==> config.mk <==
export PLATFORM = sky130hd
export DESIGN_NAME = bssc_blit_control
export DESIGN_NICKNAME = d
export VERILOG_FILES = /design/src/logic/bssc_pkg.sv /design/src/logic/bssc_blit_control.sv
export SDC_FILE = /design/constraint.sdc
export NUM_CORES = 1
export LEC_CHECK = 0
export ABC_AREA = 1
export BUFFER_PORTS_ARGS = -buffer_cell sky130_fd_sc_hd__clkbuf_2
export CORE_UTILIZATION = 35
export CTS_BUF_LIST = sky130_fd_sc_hd__clkbuf_16
export CTS_CLUSTER_SIZE = 28
export DETAILED_ROUTE_END_ITERATION = 12
export PLACE_DENSITY = 0.6
export SLEW_MARGIN = 25
export SYNTH_ARGS = -nofsm -noshare
export SYNTH_HDL_FRONTEND = slang
export SYNTH_SLANG_ARGS = --single-unit
==> constraint.sdc <==
create_clock -name clk -period 3.05 [get_ports clk]
set_clock_uncertainty 0.2 [all_clocks]
set_input_delay 0.305 -clock clk [delete_from_list [all_inputs] [get_ports clk]]
set_output_delay 0.305 -clock clk [all_outputs]
set_load 0.05 [all_outputs]
==> src/logic/bssc_pkg.sv <==
// package of constants and types for the block-transfer start/status control
// Notes on behaviour
// - with auto-start set, a trigger write launches a transfer from buffered parameters
// - with auto-start clear, a trigger write does not launch; start bit does
// - buffered set holds expand colours, geometry, pitch, addresses, mode and raster op
// - trigger write during a running transfer with auto-start posts a pending start
// - buffer flag reads 0 when free; clears on engine reset and transfer start; a trigger write that launches in its own cycle leaves it set
// - buffer flag reads 1 when loaded; sets on write per selected silicon revision
// - reset-status sets at start, clears on engine reset, stays set when suspended
// - engine reset aborts transfer at once, clears reset-status and buffer flags
// - explicit start begins transfer at next memory cycle granted to engine
// - explicit start bit clears itself when the transfer completes with no start pending
// - clearing start suspends at scanline end; height shows completed line count
// - setting start again resumes a suspended transfer where it stopped
// - busy reads 1 while a transfer runs or is suspended, 0 when idle
// - raster-op register holds eight-bit code, resets to low four bits set
package bssc_pkg;
  // ----------------------------------------
  // register indices on the indexed port
  // ----------------------------------------
  localparam logic [7:0] IDX_EXP_BG = 8'h00;
  localparam logic [7:0] IDX_EXP_FG = 8'h01;
  localparam logic [7:0] IDX_EXP_BG_HI = 8'h10;
  localparam logic [7:0] IDX_EXP_FG_HI = 8'h11;
  localparam logic [7:0] IDX_CTL_FIRST = 8'h20;
  localparam logic [7:0] IDX_HEIGHT_LO = 8'h22;
  localparam logic [7:0] IDX_HEIGHT_HI = 8'h23;
  localparam logic [7:0] IDX_TRIGGER = 8'h2A;
  localparam logic [7:0] IDX_SRC_FIRST = 8'h2C;
  localparam logic [7:0] IDX_SRC_LAST = 8'h2E;
  localparam logic [7:0] IDX_MODE = 8'h30;
  localparam logic [7:0] IDX_START_STATUS = 8'h31;
  localparam logic [7:0] IDX_RASTER_OP = 8'h32;
  // ----------------------------------------
  // start/status field positions and resets
  // ----------------------------------------
  localparam int BIT_AUTO_START = 7;
  localparam int BIT_BUFFER_FULL = 4;
  localparam int BIT_RESET_STATUS = 3;
  localparam int BIT_SOFT_RESET = 2;
  localparam int BIT_START = 1;
  localparam int BIT_BUSY = 0;
  localparam logic RST_AUTO_START = 1'b1;
  localparam logic RST_SOFT_RESET = 1'b1;
  localparam logic RST_BUFFER_FULL = 1'b1;
  localparam logic RST_RESET_STATUS = 1'b1;
  localparam logic RST_START = 1'b1;
  localparam logic RST_BUSY = 1'b1;
  localparam logic [7:0] RST_RASTER_OP = 8'h0F;
  localparam int HEIGHT_W = 11;

  // host access on the indexed data port
  typedef struct packed {
    logic wr;
    logic rd;
    logic [7:0] index;
    logic [7:0] wdata;
  } bssc_host_s;

  // engine engine-control state
  typedef enum logic [1:0] {
    BSSC_IDLE,
    BSSC_RUN,
    BSSC_SUSPEND
  } bssc_state_e;
endpackage

==> src/logic/bssc_blit_control.sv <==
// start, suspend, reset and status control of the block-transfer engine
`timescale 1ns/1ps
module bssc_blit_control
  import bssc_pkg::*;
#(
  parameter int NUM_PARAMS = 51,
  parameter bit LATE_REVISION = 1'b1
) (
  input wire logic clk,
  input wire logic reset,
  input wire bssc_host_s host,
  output logic [7:0] rdata,
  output logic rdata_valid,
  input wire logic mem_grant,
  input wire logic line_done,
  input wire logic xfer_done,
  output logic engine_run,
  output logic engine_load,
  output logic engine_abort,
  output logic [NUM_PARAMS*8-1:0] working_set,
  output logic [7:0] raster_op_select
);
  // ----------------------------------------
  // host decode
  // ----------------------------------------
  function automatic logic is_buffered(input logic [7:0] idx);
    is_buffered = (idx == IDX_EXP_BG) || (idx == IDX_EXP_FG) ||
                  (idx == IDX_EXP_BG_HI) || (idx == IDX_EXP_FG_HI) ||
                  (idx >= IDX_CTL_FIRST && idx <= IDX_TRIGGER) ||
                  (idx >= IDX_SRC_FIRST && idx <= IDX_SRC_LAST) ||
                  (idx == IDX_MODE) || (idx == IDX_RASTER_OP);
  endfunction

  // slot of a buffered index in the flat parameter array
  function automatic logic [5:0] slot_of(input logic [7:0] idx);
    if (idx == IDX_EXP_BG) begin
      slot_of = 6'h00;
    end else if (idx == IDX_EXP_FG) begin
      slot_of = 6'h01;
    end else if (idx == IDX_EXP_BG_HI) begin
      slot_of = 6'h02;
    end else if (idx == IDX_EXP_FG_HI) begin
      slot_of = 6'h03;
    end else begin
      slot_of = 6'(idx - IDX_CTL_FIRST + 8'h04);
    end
  endfunction

  wire wr_buf = host.wr && is_buffered(host.index);
  wire wr_trig = host.wr && (host.index == IDX_TRIGGER);
  wire wr_ctl = host.wr && (host.index == IDX_START_STATUS);
  wire set_rst = wr_ctl && host.wdata[BIT_SOFT_RESET];
  wire [5:0] wr_slot = slot_of(host.index);

  // ----------------------------------------
  // control and status state
  // ----------------------------------------
  logic auto_start_enable;
  logic engine_soft_reset;
  logic explicit_start_bit;
  logic buffer_full_flag;
  logic reset_status_flag;
  logic busy_flag;
  logic pending_start;
  logic [7:0] param_buf [NUM_PARAMS];
  logic [HEIGHT_W-1:0] lines_done;
  bssc_state_e state;
  bssc_state_e next_state;

  // auto-start trigger only counts when the engine is out of reset
  wire trig_launch = wr_trig && auto_start_enable && !engine_soft_reset;
  // a set start bit keeps asking until a memory cycle is granted, so no start is lost
  wire start_req = (wr_ctl ? host.wdata[BIT_START] : explicit_start_bit) || trig_launch ||
                   pending_start;
  // a start only goes ahead on a memory cycle granted to the engine
  wire do_launch = (state == BSSC_IDLE) && start_req && mem_grant && !engine_soft_reset &&
                   !set_rst;
  wire do_resume = (state == BSSC_SUSPEND) && explicit_start_bit && mem_grant;
  wire do_suspend = (state == BSSC_RUN) && !explicit_start_bit && line_done;
  wire do_finish = (state == BSSC_RUN) && xfer_done;

  // engine state transitions
  always_comb begin
    next_state = state;
    case (state)
      BSSC_IDLE: begin
        if (do_launch) begin
          next_state = BSSC_RUN;
        end
      end
      BSSC_RUN: begin
        if (do_finish) begin
          next_state = BSSC_IDLE;
        end else if (do_suspend) begin
          next_state = BSSC_SUSPEND;
        end
      end
      BSSC_SUSPEND: begin
        if (do_resume) begin
          next_state = BSSC_RUN;
        end
      end
      default: next_state = BSSC_IDLE;
    endcase
    if (engine_soft_reset || set_rst) begin
      next_state = BSSC_IDLE;
    end
  end

  always_ff @(posedge clk) begin
    if (reset) begin
      state <= BSSC_IDLE;
    end else begin
      state <= next_state;
    end
  end

  // ----------------------------------------
  // buffered parameters and working copy
  // ----------------------------------------
  // buffered writes land in the front copy so the next job can load while one runs
  always_ff @(posedge clk) begin
    if (reset) begin
      for (int i = 0; i < NUM_PARAMS; i++) begin
        param_buf[i] <= 8'h00;
      end
      param_buf[int'(slot_of(IDX_RASTER_OP))] <= RST_RASTER_OP;
    end else if (wr_buf) begin
      param_buf[int'(wr_slot)] <= host.wdata;
    end
  end

  genvar g;
  generate
    for (g = 0; g < NUM_PARAMS; g++) begin : g_work
      always_ff @(posedge clk) begin
        if (reset) begin
          working_set[g*8 +: 8] <= 8'h00;
        end else if (do_launch) begin
          working_set[g*8 +: 8] <= param_buf[g];
        end
      end
    end
  endgenerate

  // ----------------------------------------
  // start/status bits
  // ----------------------------------------
  always_ff @(posedge clk) begin
    if (reset) begin
      auto_start_enable <= RST_AUTO_START;
      engine_soft_reset <= RST_SOFT_RESET;
      explicit_start_bit <= RST_START;
      buffer_full_flag <= RST_BUFFER_FULL;
      reset_status_flag <= RST_RESET_STATUS;
      busy_flag <= RST_BUSY;
      pending_start <= 1'b0;
    end else begin
      if (wr_ctl) begin
        auto_start_enable <= host.wdata[BIT_AUTO_START];
        engine_soft_reset <= host.wdata[BIT_SOFT_RESET];
      end
      // start bit: host write, then self-clear on completion unless a start is pending
      if (engine_soft_reset || set_rst) begin
        explicit_start_bit <= 1'b0;
      end else if (wr_ctl) begin
        explicit_start_bit <= host.wdata[BIT_START];
      end else if (trig_launch) begin
        explicit_start_bit <= 1'b1;
      end else if (do_finish && !pending_start) begin
        explicit_start_bit <= 1'b0;
      end
      // trigger during a run posts one more start; cleared when it launches
      if (engine_soft_reset || set_rst) begin
        pending_start <= 1'b0;
      end else if (trig_launch && state != BSSC_IDLE) begin
        pending_start <= 1'b1;
      end else if (do_launch) begin
        pending_start <= 1'b0;
      end
      // buffer flag: set (revision choice) wins over the start clear
      if (engine_soft_reset || set_rst) begin
        buffer_full_flag <= 1'b0;
      end else if (LATE_REVISION ? wr_trig : wr_buf) begin
        buffer_full_flag <= 1'b1;
      end else if (do_launch) begin
        buffer_full_flag <= 1'b0;
      end
      if (engine_soft_reset || set_rst) begin
        reset_status_flag <= 1'b0;
      end else if (do_launch) begin
        reset_status_flag <= 1'b1;
      end
      busy_flag <= (next_state != BSSC_IDLE);
    end
  end

  // ----------------------------------------
  // line counter for height readback
  // ----------------------------------------
  // counts finished scanlines of the current job; a suspend freezes it
  always_ff @(posedge clk) begin
    if (reset || set_rst) begin
      lines_done <= '0;
    end else if (do_launch) begin
      lines_done <= '0;
    end else if (state == BSSC_RUN && line_done) begin
      lines_done <= lines_done + 1'b1;
    end
  end

  // ----------------------------------------
  // readback and engine outputs
  // ----------------------------------------
  wire [7:0] status_word = {auto_start_enable, 2'b00, buffer_full_flag, reset_status_flag,
                            engine_soft_reset, explicit_start_bit, busy_flag};
  wire [7:0] rd_mux =
    (host.index == IDX_START_STATUS) ? status_word :
    (host.index == IDX_HEIGHT_LO) ? lines_done[7:0] :
    (host.index == IDX_HEIGHT_HI) ? {5'b00000, lines_done[HEIGHT_W-1:8]} :
    is_buffered(host.index) ? param_buf[int'(wr_slot)] : 8'h00;

  always_ff @(posedge clk) begin
    if (reset) begin
      rdata <= 8'h00;
      rdata_valid <= 1'b0;
      engine_run <= 1'b0;
      engine_load <= 1'b0;
      engine_abort <= 1'b0;
      raster_op_select <= RST_RASTER_OP;
    end else begin
      rdata <= host.rd ? rd_mux : rdata;
      rdata_valid <= host.rd;
      engine_run <= (next_state == BSSC_RUN);
      engine_load <= do_launch;
      engine_abort <= set_rst && (state != BSSC_IDLE);
      raster_op_select <= param_buf[int'(slot_of(IDX_RASTER_OP))];
    end
  end
endmodule

==> results_dict.tcl, run 1 <==
set metrics [dict create \
    rsz0062_at_grt "no" \
    gp_congestion 0.9357 \
    synth_ff_type "edfxtp_1" \
    cp_common_cell "nand2_1" \
    fillers 10380 \
    tritoncts "built" \
    cts.repair.resized 0 \
    cp-start-kind "input port" \
    grt_max_degree 78 \
    hold_violations 0 \
    antenna_found_initial 1 \
    multiInputGateArea_um2 11910 \
    min_period_ps 2908 \
    power.share.clock_pct 42.2 \
    ant_nets 0 \
    route.vias.total 29570 \
    syn_to_final_growth_pct 24.12 \
    holdWs_ps 61.43 \
    fmax_ghz 0.3439 \
    vdd_ir_drop_max_uv 451.5 \
    setup_slack_ps 142.0 \
    dieHeight_um 330.0 \
    max_slew.worst_pin.slew_ps 754.5 \
    dp_hpwl_mm 94.55 \
    routed_wl_mm 131.6 \
    ys_seq_elements 960 \
    layout.nets 4608 \
    grt_pass1_wl_mm 187.6 \
    p_per_area_nw_per_um2 601.7 \
    crit_type "input port to register" \
    synthArstFlopShare_pct 0 \
    h-tree-depth 3 \
    required_ps 3440 \
    synth_top_area_cell "edfxtp_1" \
    num_rows 119 \
    finalSetupViolations 0 \
    synthCells 3861 \
    num_io_pins 451 \
    clock_path_buffers 3 \
    yosysWarnings 0 \
    worstPathArrival_ps 3300 \
    synth_edf_count 512 \
    clock_sinks 960 \
    ys_top_cells_by_area "edfxtp_1 (41%), dfxtp_1 (24%), nand2_1 (10%)" \
    grt_usage_pct 23.58 \
    drt_first_iter_violations 2823 \
    path_delay_family "buffers and inverters" \
    overflow 0 \
    critPathMaxFanout 19 \
    power_frac_seq_pct 50.7 \
    detail_route.first_pass.iterations 6 \
    p_sw_w 0.006888 \
    drcViolationCount 0 \
    fin_util_pct 44.09 \
    synth_top_cells_by_count "nand2_1 (1,044), edfxtp_1 (512), dfxtp_1 (448)" \
    slowest_delay_ps 560 \
    die-area_um2 108900 \
    post-route-period-util_pct 95.34 \
    core_area_um2 106000 \
    p_leak_nw 20.70 \
    clk_pin_slew_worst_paths_ps 60 \
    cp_num_buf_inv 7 \
    outcome "completed" \
    cp_slowest_cell "dlygate4sd3_1" \
    cts_root_buf "clkbuf_16" \
    via_per_inst 4.878 \
    worstSetupEndpointType "register" \
    pre_cts_ws_ps -82.18 \
    netlist-cell-type-count 39 \
    grt_pass1_vias 28280 \
    internal_power_w 0.02123 \
    comb_power_share_pct 7.1 \
    max_slew_margin_pct 49.70 \
    cts_buffers 102 \
    crit_path_cell_trace "clkbuf_2 > inv_1 > ha_1 > inv_2 > nor2_1 > nand3_1 > inv_2 > nor2_4 > inv_2 > buf_4 > nand2_1 > nand2_1 > nand2_1 > nand2_1 > nor2_1 > nand3_1 > nand2_1 > nand2_1 > dlygate4sd3_1 > a21oi_1" \
    wire_per_inst_um 21.72 \
    place.port_buffers 450 \
    yosysSeqAreaShare_pct 64.65 \
    seq_area_um2 24340 \
    synth.most_common_cell "nand2_1" \
    maxCapViolations 0 \
    swShare_pct 24.49 \
    yosysTopAreaCellShare_pct 40.83 \
    start_util_pct 35.52 \
    hold_path.class "input port to register" \
    die_w_um 330.0 \
    postSynthAreaPerCell_um2 9.752 \
    final_max_slew_viol_count 0 \
    worstSkewPairLatency_ps 700 \
    synth_area_um2 37650 \
    layout-drive-gt1-share_pct 18.01 \
]
state kept, by name, summed over array words and instances (netlist names), 2 cells and up:
register          flops
rdata                 8
state                 2
working_set         408
param_buf           512
lines_done           11
raster_op_select      8
layout by cell type (no fill, tap or decap), types with 2 or more instances in the layout:
cell	count
ha_1	4
nand2_1	1043
dlygate4sd3_1	17
nand3_1	140
a22o_1	200
or2_2	27
o21ai_1	98
o21ai_0	370
o211ai_1	7
nor2_2	3
nor2_1	373
buf_4	129
clkinv_8	2
inv_1	300
inv_4	2
conb_1	224
nor3_1	6
clkinv_2	14
nor3_4	2
nand2_4	3
a21oi_1	43
nor3_2	4
clkinv_4	2
nand3_2	3
clkinv_1	21
mux2i_1	5
inv_16	2
buf_12	51
dfxtp_1	448
clkbuf_16	111
clkbuf_2	448
xor2_1	6
edfxtp_1	512
inv_6	3
inv_2	22
nand4_1	3
nor4_1	3
xnor2_1	2
nor2_4	4
tightest hold or removal path, delay by kind of cell:
kind,cells,cell delay (ps)
AND/OR/NAND/NOR,4,300
AO/OA/AOI/OAI,1,60
buffers and inverters,1,230
cell type report:
| cell class | count | share of cell area (%) |
|---|---|---|
| clock inverters | 82 | 0.9316 |
| well taps | 1391 | 3.724 |
| repair buffers | 647 | 9.474 |
| diodes | 1 | 0.005354 |
| inverters | 289 | 2.353 |
| flip-flops and latches | 960 | 52.09 |
| clock buffers | 111 | 5.943 |
| multi-input cells | 2581 | 25.48 |
repair_timing:
| item | 4_1_cts | 5_1_grt |
|---|---|---|
| buffers inserted | 0 | 0 |
| hold buffers | 17 | 0 |
| endpoints found under the hold margin | 131 | 0 |
metal layers:
metal  wire length (um)  vias to the layer above  GRT usage [%]
li1                   -                    14110              -
met1              53920                    14180          30.16
met2              63710                     1075          39.65
met3               9557                      203          4.504
met4               4461                        0          8.505
met5                  0                        -              0
power groups by stage:
| stage | sequential [W] | clock [W] | combinational, W |
|---|---|---|---|
| 5_1_grt | 0.0143 | 0.0126 | 0.00217 |
| 4_1_cts | 0.0143 | 0.0121 | 0.00198 |
| 3_3_place_gp | 0.0145 | 0 | 0.00196 |
| 2_1_floorplan | 0.0145 | 0 | 0.00107 |
| 6_report | 0.0143 | 0.0119 | 0.00199 |
| 3_5_place_dp | 0.0145 | 0 | 0.00196 |
cells by family (layout without fill, tap and decap cells):
family          after synthesis  after routing  synth area share [%]
compound gates              723            723                 11.69
xor+xnor                      8              8                0.1861
fa+ha+maj                     4              4                0.1329
buf+inv                     543           1129                 6.008
flops                       960            960                 64.65
mux                           5              5                0.1329
other cells                   1            225              0.009959
simple gates               1617           1617                 17.19
metrics by stage:
| step | area, um^2 | setup TNS (ps) | std cells | power (W) |
|---|---|---|---|---|
| final | 46740 | 0 | 6062 | 0.02812 |
| after floorplan | 38490 | 0 | 4084 | 0.01554 |
| after global placement | 43350 | -1423 | 5851 | 0.01648 |
| after global routing | 46730 | 0 | 6061 | 0.02905 |
| after CTS | 46730 | 0 | 6061 | 0.02833 |
| after detailed placement | 43350 | -895.0 | 5851 | 0.01649 |
path summary, 6_finish.rpt:
check	from	to	slack, ps	depth (start not counted)
max	host[10]	rdata[5]$_SDFFE_PP0P_	140	20
max reg2reg	param_buf[16][5]$_SDFFCE_PN0P_	rdata[5]$_SDFFE_PP0P_	390	13
min reg2reg	working_set[79]$_SDFFE_PP0P_	working_set[79]$_SDFFE_PP0P_	260	2
min	host[12]	rdata[6]$_SDFFE_PP0P_	60	6
Note: power is estimated with default switching activity, not from simulation.
==> run 2: changes to the inputs <==
--- a/config.mk
+++ b/config.mk
@@ -6,12 +6,12 @@
 export NUM_CORES = 1
 export LEC_CHECK = 0
 export ABC_AREA = 1
-export BUFFER_PORTS_ARGS = -buffer_cell sky130_fd_sc_hd__clkbuf_2
 export CORE_UTILIZATION = 35
 export CTS_BUF_LIST = sky130_fd_sc_hd__clkbuf_16
 export CTS_CLUSTER_SIZE = 28
 export DETAILED_ROUTE_END_ITERATION = 12
-export PLACE_DENSITY = 0.6
+export DONT_BUFFER_PORTS = 1
+export PLACE_DENSITY = 0.57
 export SLEW_MARGIN = 25
 export SYNTH_ARGS = -nofsm -noshare
 export SYNTH_HDL_FRONTEND = slang
==> results_dict.tcl, run 2 (synthesis gave the netlist of run 1 again) <==
set metrics [dict create \
    num_rows 119 \
    rsz0062_at_grt "no" \
    top_regs "param_buf: 512 flops, working_set: 408 flops, lines_done: 11 flops" \
    grt_max_degree 477 \
    layout.nets 4152 \
    gp_congestion 0.9271 \
    p_sw_w 0.006890 \
    required_ps 3430 \
    die-area_um2 108900 \
    start_util_pct 35.52 \
    final_cell_mix "nand2_1 (1,043), edfxtp_1 (512), dfxtp_1 (448)" \
    vdd_ir_drop_max_uv 434.6 \
    fmax_ghz 0.3354 \
    cts_root_buf "clkbuf_16" \
    hp-start "reset" \
    min_period_ps 2981 \
    layout-drive-gt1-share_pct 8.424 \
    syn_to_final_growth_pct 17.81 \
    comb_power_share_pct 6.1 \
    h-tree-depth 3 \
    dpl_cell_area_um2 40610 \
    crit_type "register to register" \
    drt_first_iter_violations 2520 \
    tritoncts "built" \
    hold_violations 137 \
    p_per_area_nw_per_um2 634.9 \
    worstSetupPathDepth 13 \
    slowest_delay_ps 760 \
    cp-start-kind "register" \
    power_frac_seq_pct 50.7 \
    swShare_pct 24.46 \
    holdWs_ps -477.9 \
    clock_path_buffers 3 \
    p_leak_nw 18.54 \
    post-route-period-util_pct 97.75 \
    outcome "complete, but fails checks" \
    final_max_slew_viol_count 0 \
    cp_num_buf_inv 1 \
    layout.cells.non_filler 5607 \
    largest_register_ffs 512 \
    worstSkewPairLatency_ps 720 \
    hold_path.class "input port to register" \
    crit_path_cell_trace "o21ai_0 > nand3_1 > nand2_1 > nand2_1 > nand2_1 > nand2_1 > nand2_1 > nor2_1 > nand3_1 > nand2_1 > nand2_1 > a21oi_1 > dlygate4sd3_1" \
    overflow 0 \
    critPathMaxFanout 2 \
    finalSetupViolations 0 \
    core_area_um2 106000 \
    maxCapViolations 0 \
    drcViolationCount 0 \
    r2r_cells 13 \
    min_path_cells 0 \
    dp_hpwl_mm 89.91 \
    layout_commonest_cell "nand2_1" \
    clock_sinks 960 \
    clk_pin_slew_worst_paths_ps 70 \
    internal_power_w 0.02128 \
    r2r_start "param_buf[48][4]$_SDFFCE_PN0P_" \
    setup_slack_ps 68.63 \
    crit_start "param_buf[48][4]$_SDFFCE_PN0P_" \
    pre_cts_ws_ps 83.44 \
    max_slew_margin_pct 31.92 \
    place.port_buffers 0 \
    power.share.clock_pct 43.1 \
    cp_common_cell "nand2_1" \
    detail_route.first_pass.iterations 7 \
    worstSetupEndpointType "register" \
    grt_usage_pct 23.36 \
    top_register "param_buf" \
    dp_cells 5368 \
    antenna_found_initial 1 \
    violations "hold timing" \
    setup_tns_ps 0 \
    path_delay_family "simple AND/OR/NAND/NOR gates" \
    dieHeight_um 330.0 \
    wire_per_inst_um 23.33 \
    routed_wl_mm 130.8 \
    via_per_inst 4.963 \
    worstPathArrival_ps 3370 \
    ant_nets 0 \
    cts_buffers 101 \
    max_slew.worst_pin.slew_ps 1015 \
    num_io_pins 451 \
    route.vias.total 27830 \
    die_w_um 330.0 \
    grt_pass1_wl_mm 183.9 \
    fin_area_um2 44360 \
    grt_pass1_vias 26020 \
    cp_slowest_cell "o21ai_0" \
]
run 2: cell types whose count changed in the layout (fill, tap and decap cells not counted), sizes merged:
cell and delta:
buf -33, bufinv +5, clkbuf -454, clkinv +15, diode +1, dlygate4sd3 +23
dlymetal6s4s +2, inv -14
run 2: path summary, 6_finish.rpt:
path	to	slack (ps)
worst min-delay path	param_buf[39][1]$_SDFFCE_PN0P_	-480
worst min register to register	lines_done[10]$_SDFFE_PP0P_	270
worst max register to register	rdata[4]$_SDFFE_PP0P_	70
worst max-delay path	rdata[4]$_SDFFE_PP0P_	70
run 2: what timing repair did:
| item | CTS | global route |
|---|---|---|
| gates resized for setup | 0 | 2 |
| endpoints found under the hold margin | 305 | 142 |
| setup buffers | 0 | 2 |
| endpoints found under the setup margin | 0 | 72 |
| hold buffers | 40 | 2 |
run 2: layer usage:
| metal | track usage, % | vias to the layer above | share of wire, % |
|---|---|---|---|
| met5 | 0 | - | 0 |
| met4 | 8.505 | 0 | 3.5 |
| met3 | 7.080 | 191 | 8.9 |
| met2 | 38.52 | 954 | 47 |
| met1 | 28.77 | 13500 | 40 |
| li1 | - | 13180 | - |
run 2: stage by stage:
step           power (W)  util [%]
4_1_cts          0.02839     41.78
2_1_floorplan    0.01554         -
5_1_grt          0.02913     41.84
3_3_place_gp     0.01620     38.31
6_report         0.02817     41.85
3_5_place_dp     0.01622     38.31
run 2: power by group through the flow:
stage | logic (W) | registers (W) | clock network [W]
global placement | 0.00165 | 0.0146 | 0
global route | 0.00189 | 0.0143 | 0.0129
detailed placement | 0.00165 | 0.0146 | 0
CTS | 0.00172 | 0.0143 | 0.0124
finish | 0.00172 | 0.0143 | 0.0122
floorplan | 0.00107 | 0.0145 | 0
run 2: layout make-up:
type / count / area, um^2
Fill cell: 10330 / 61650
Sequential cell: 960 / 24340
Multi-Input combinational cell: 2581 / 11910
Clock buffer: 104 / 2603
Timing Repair Buffer: 192 / 1982
Tap cell: 1391 / 1740
Inverter: 289 / 1100
Clock inverter: 88 / 678.2
Antenna cell: 2 / 5.005
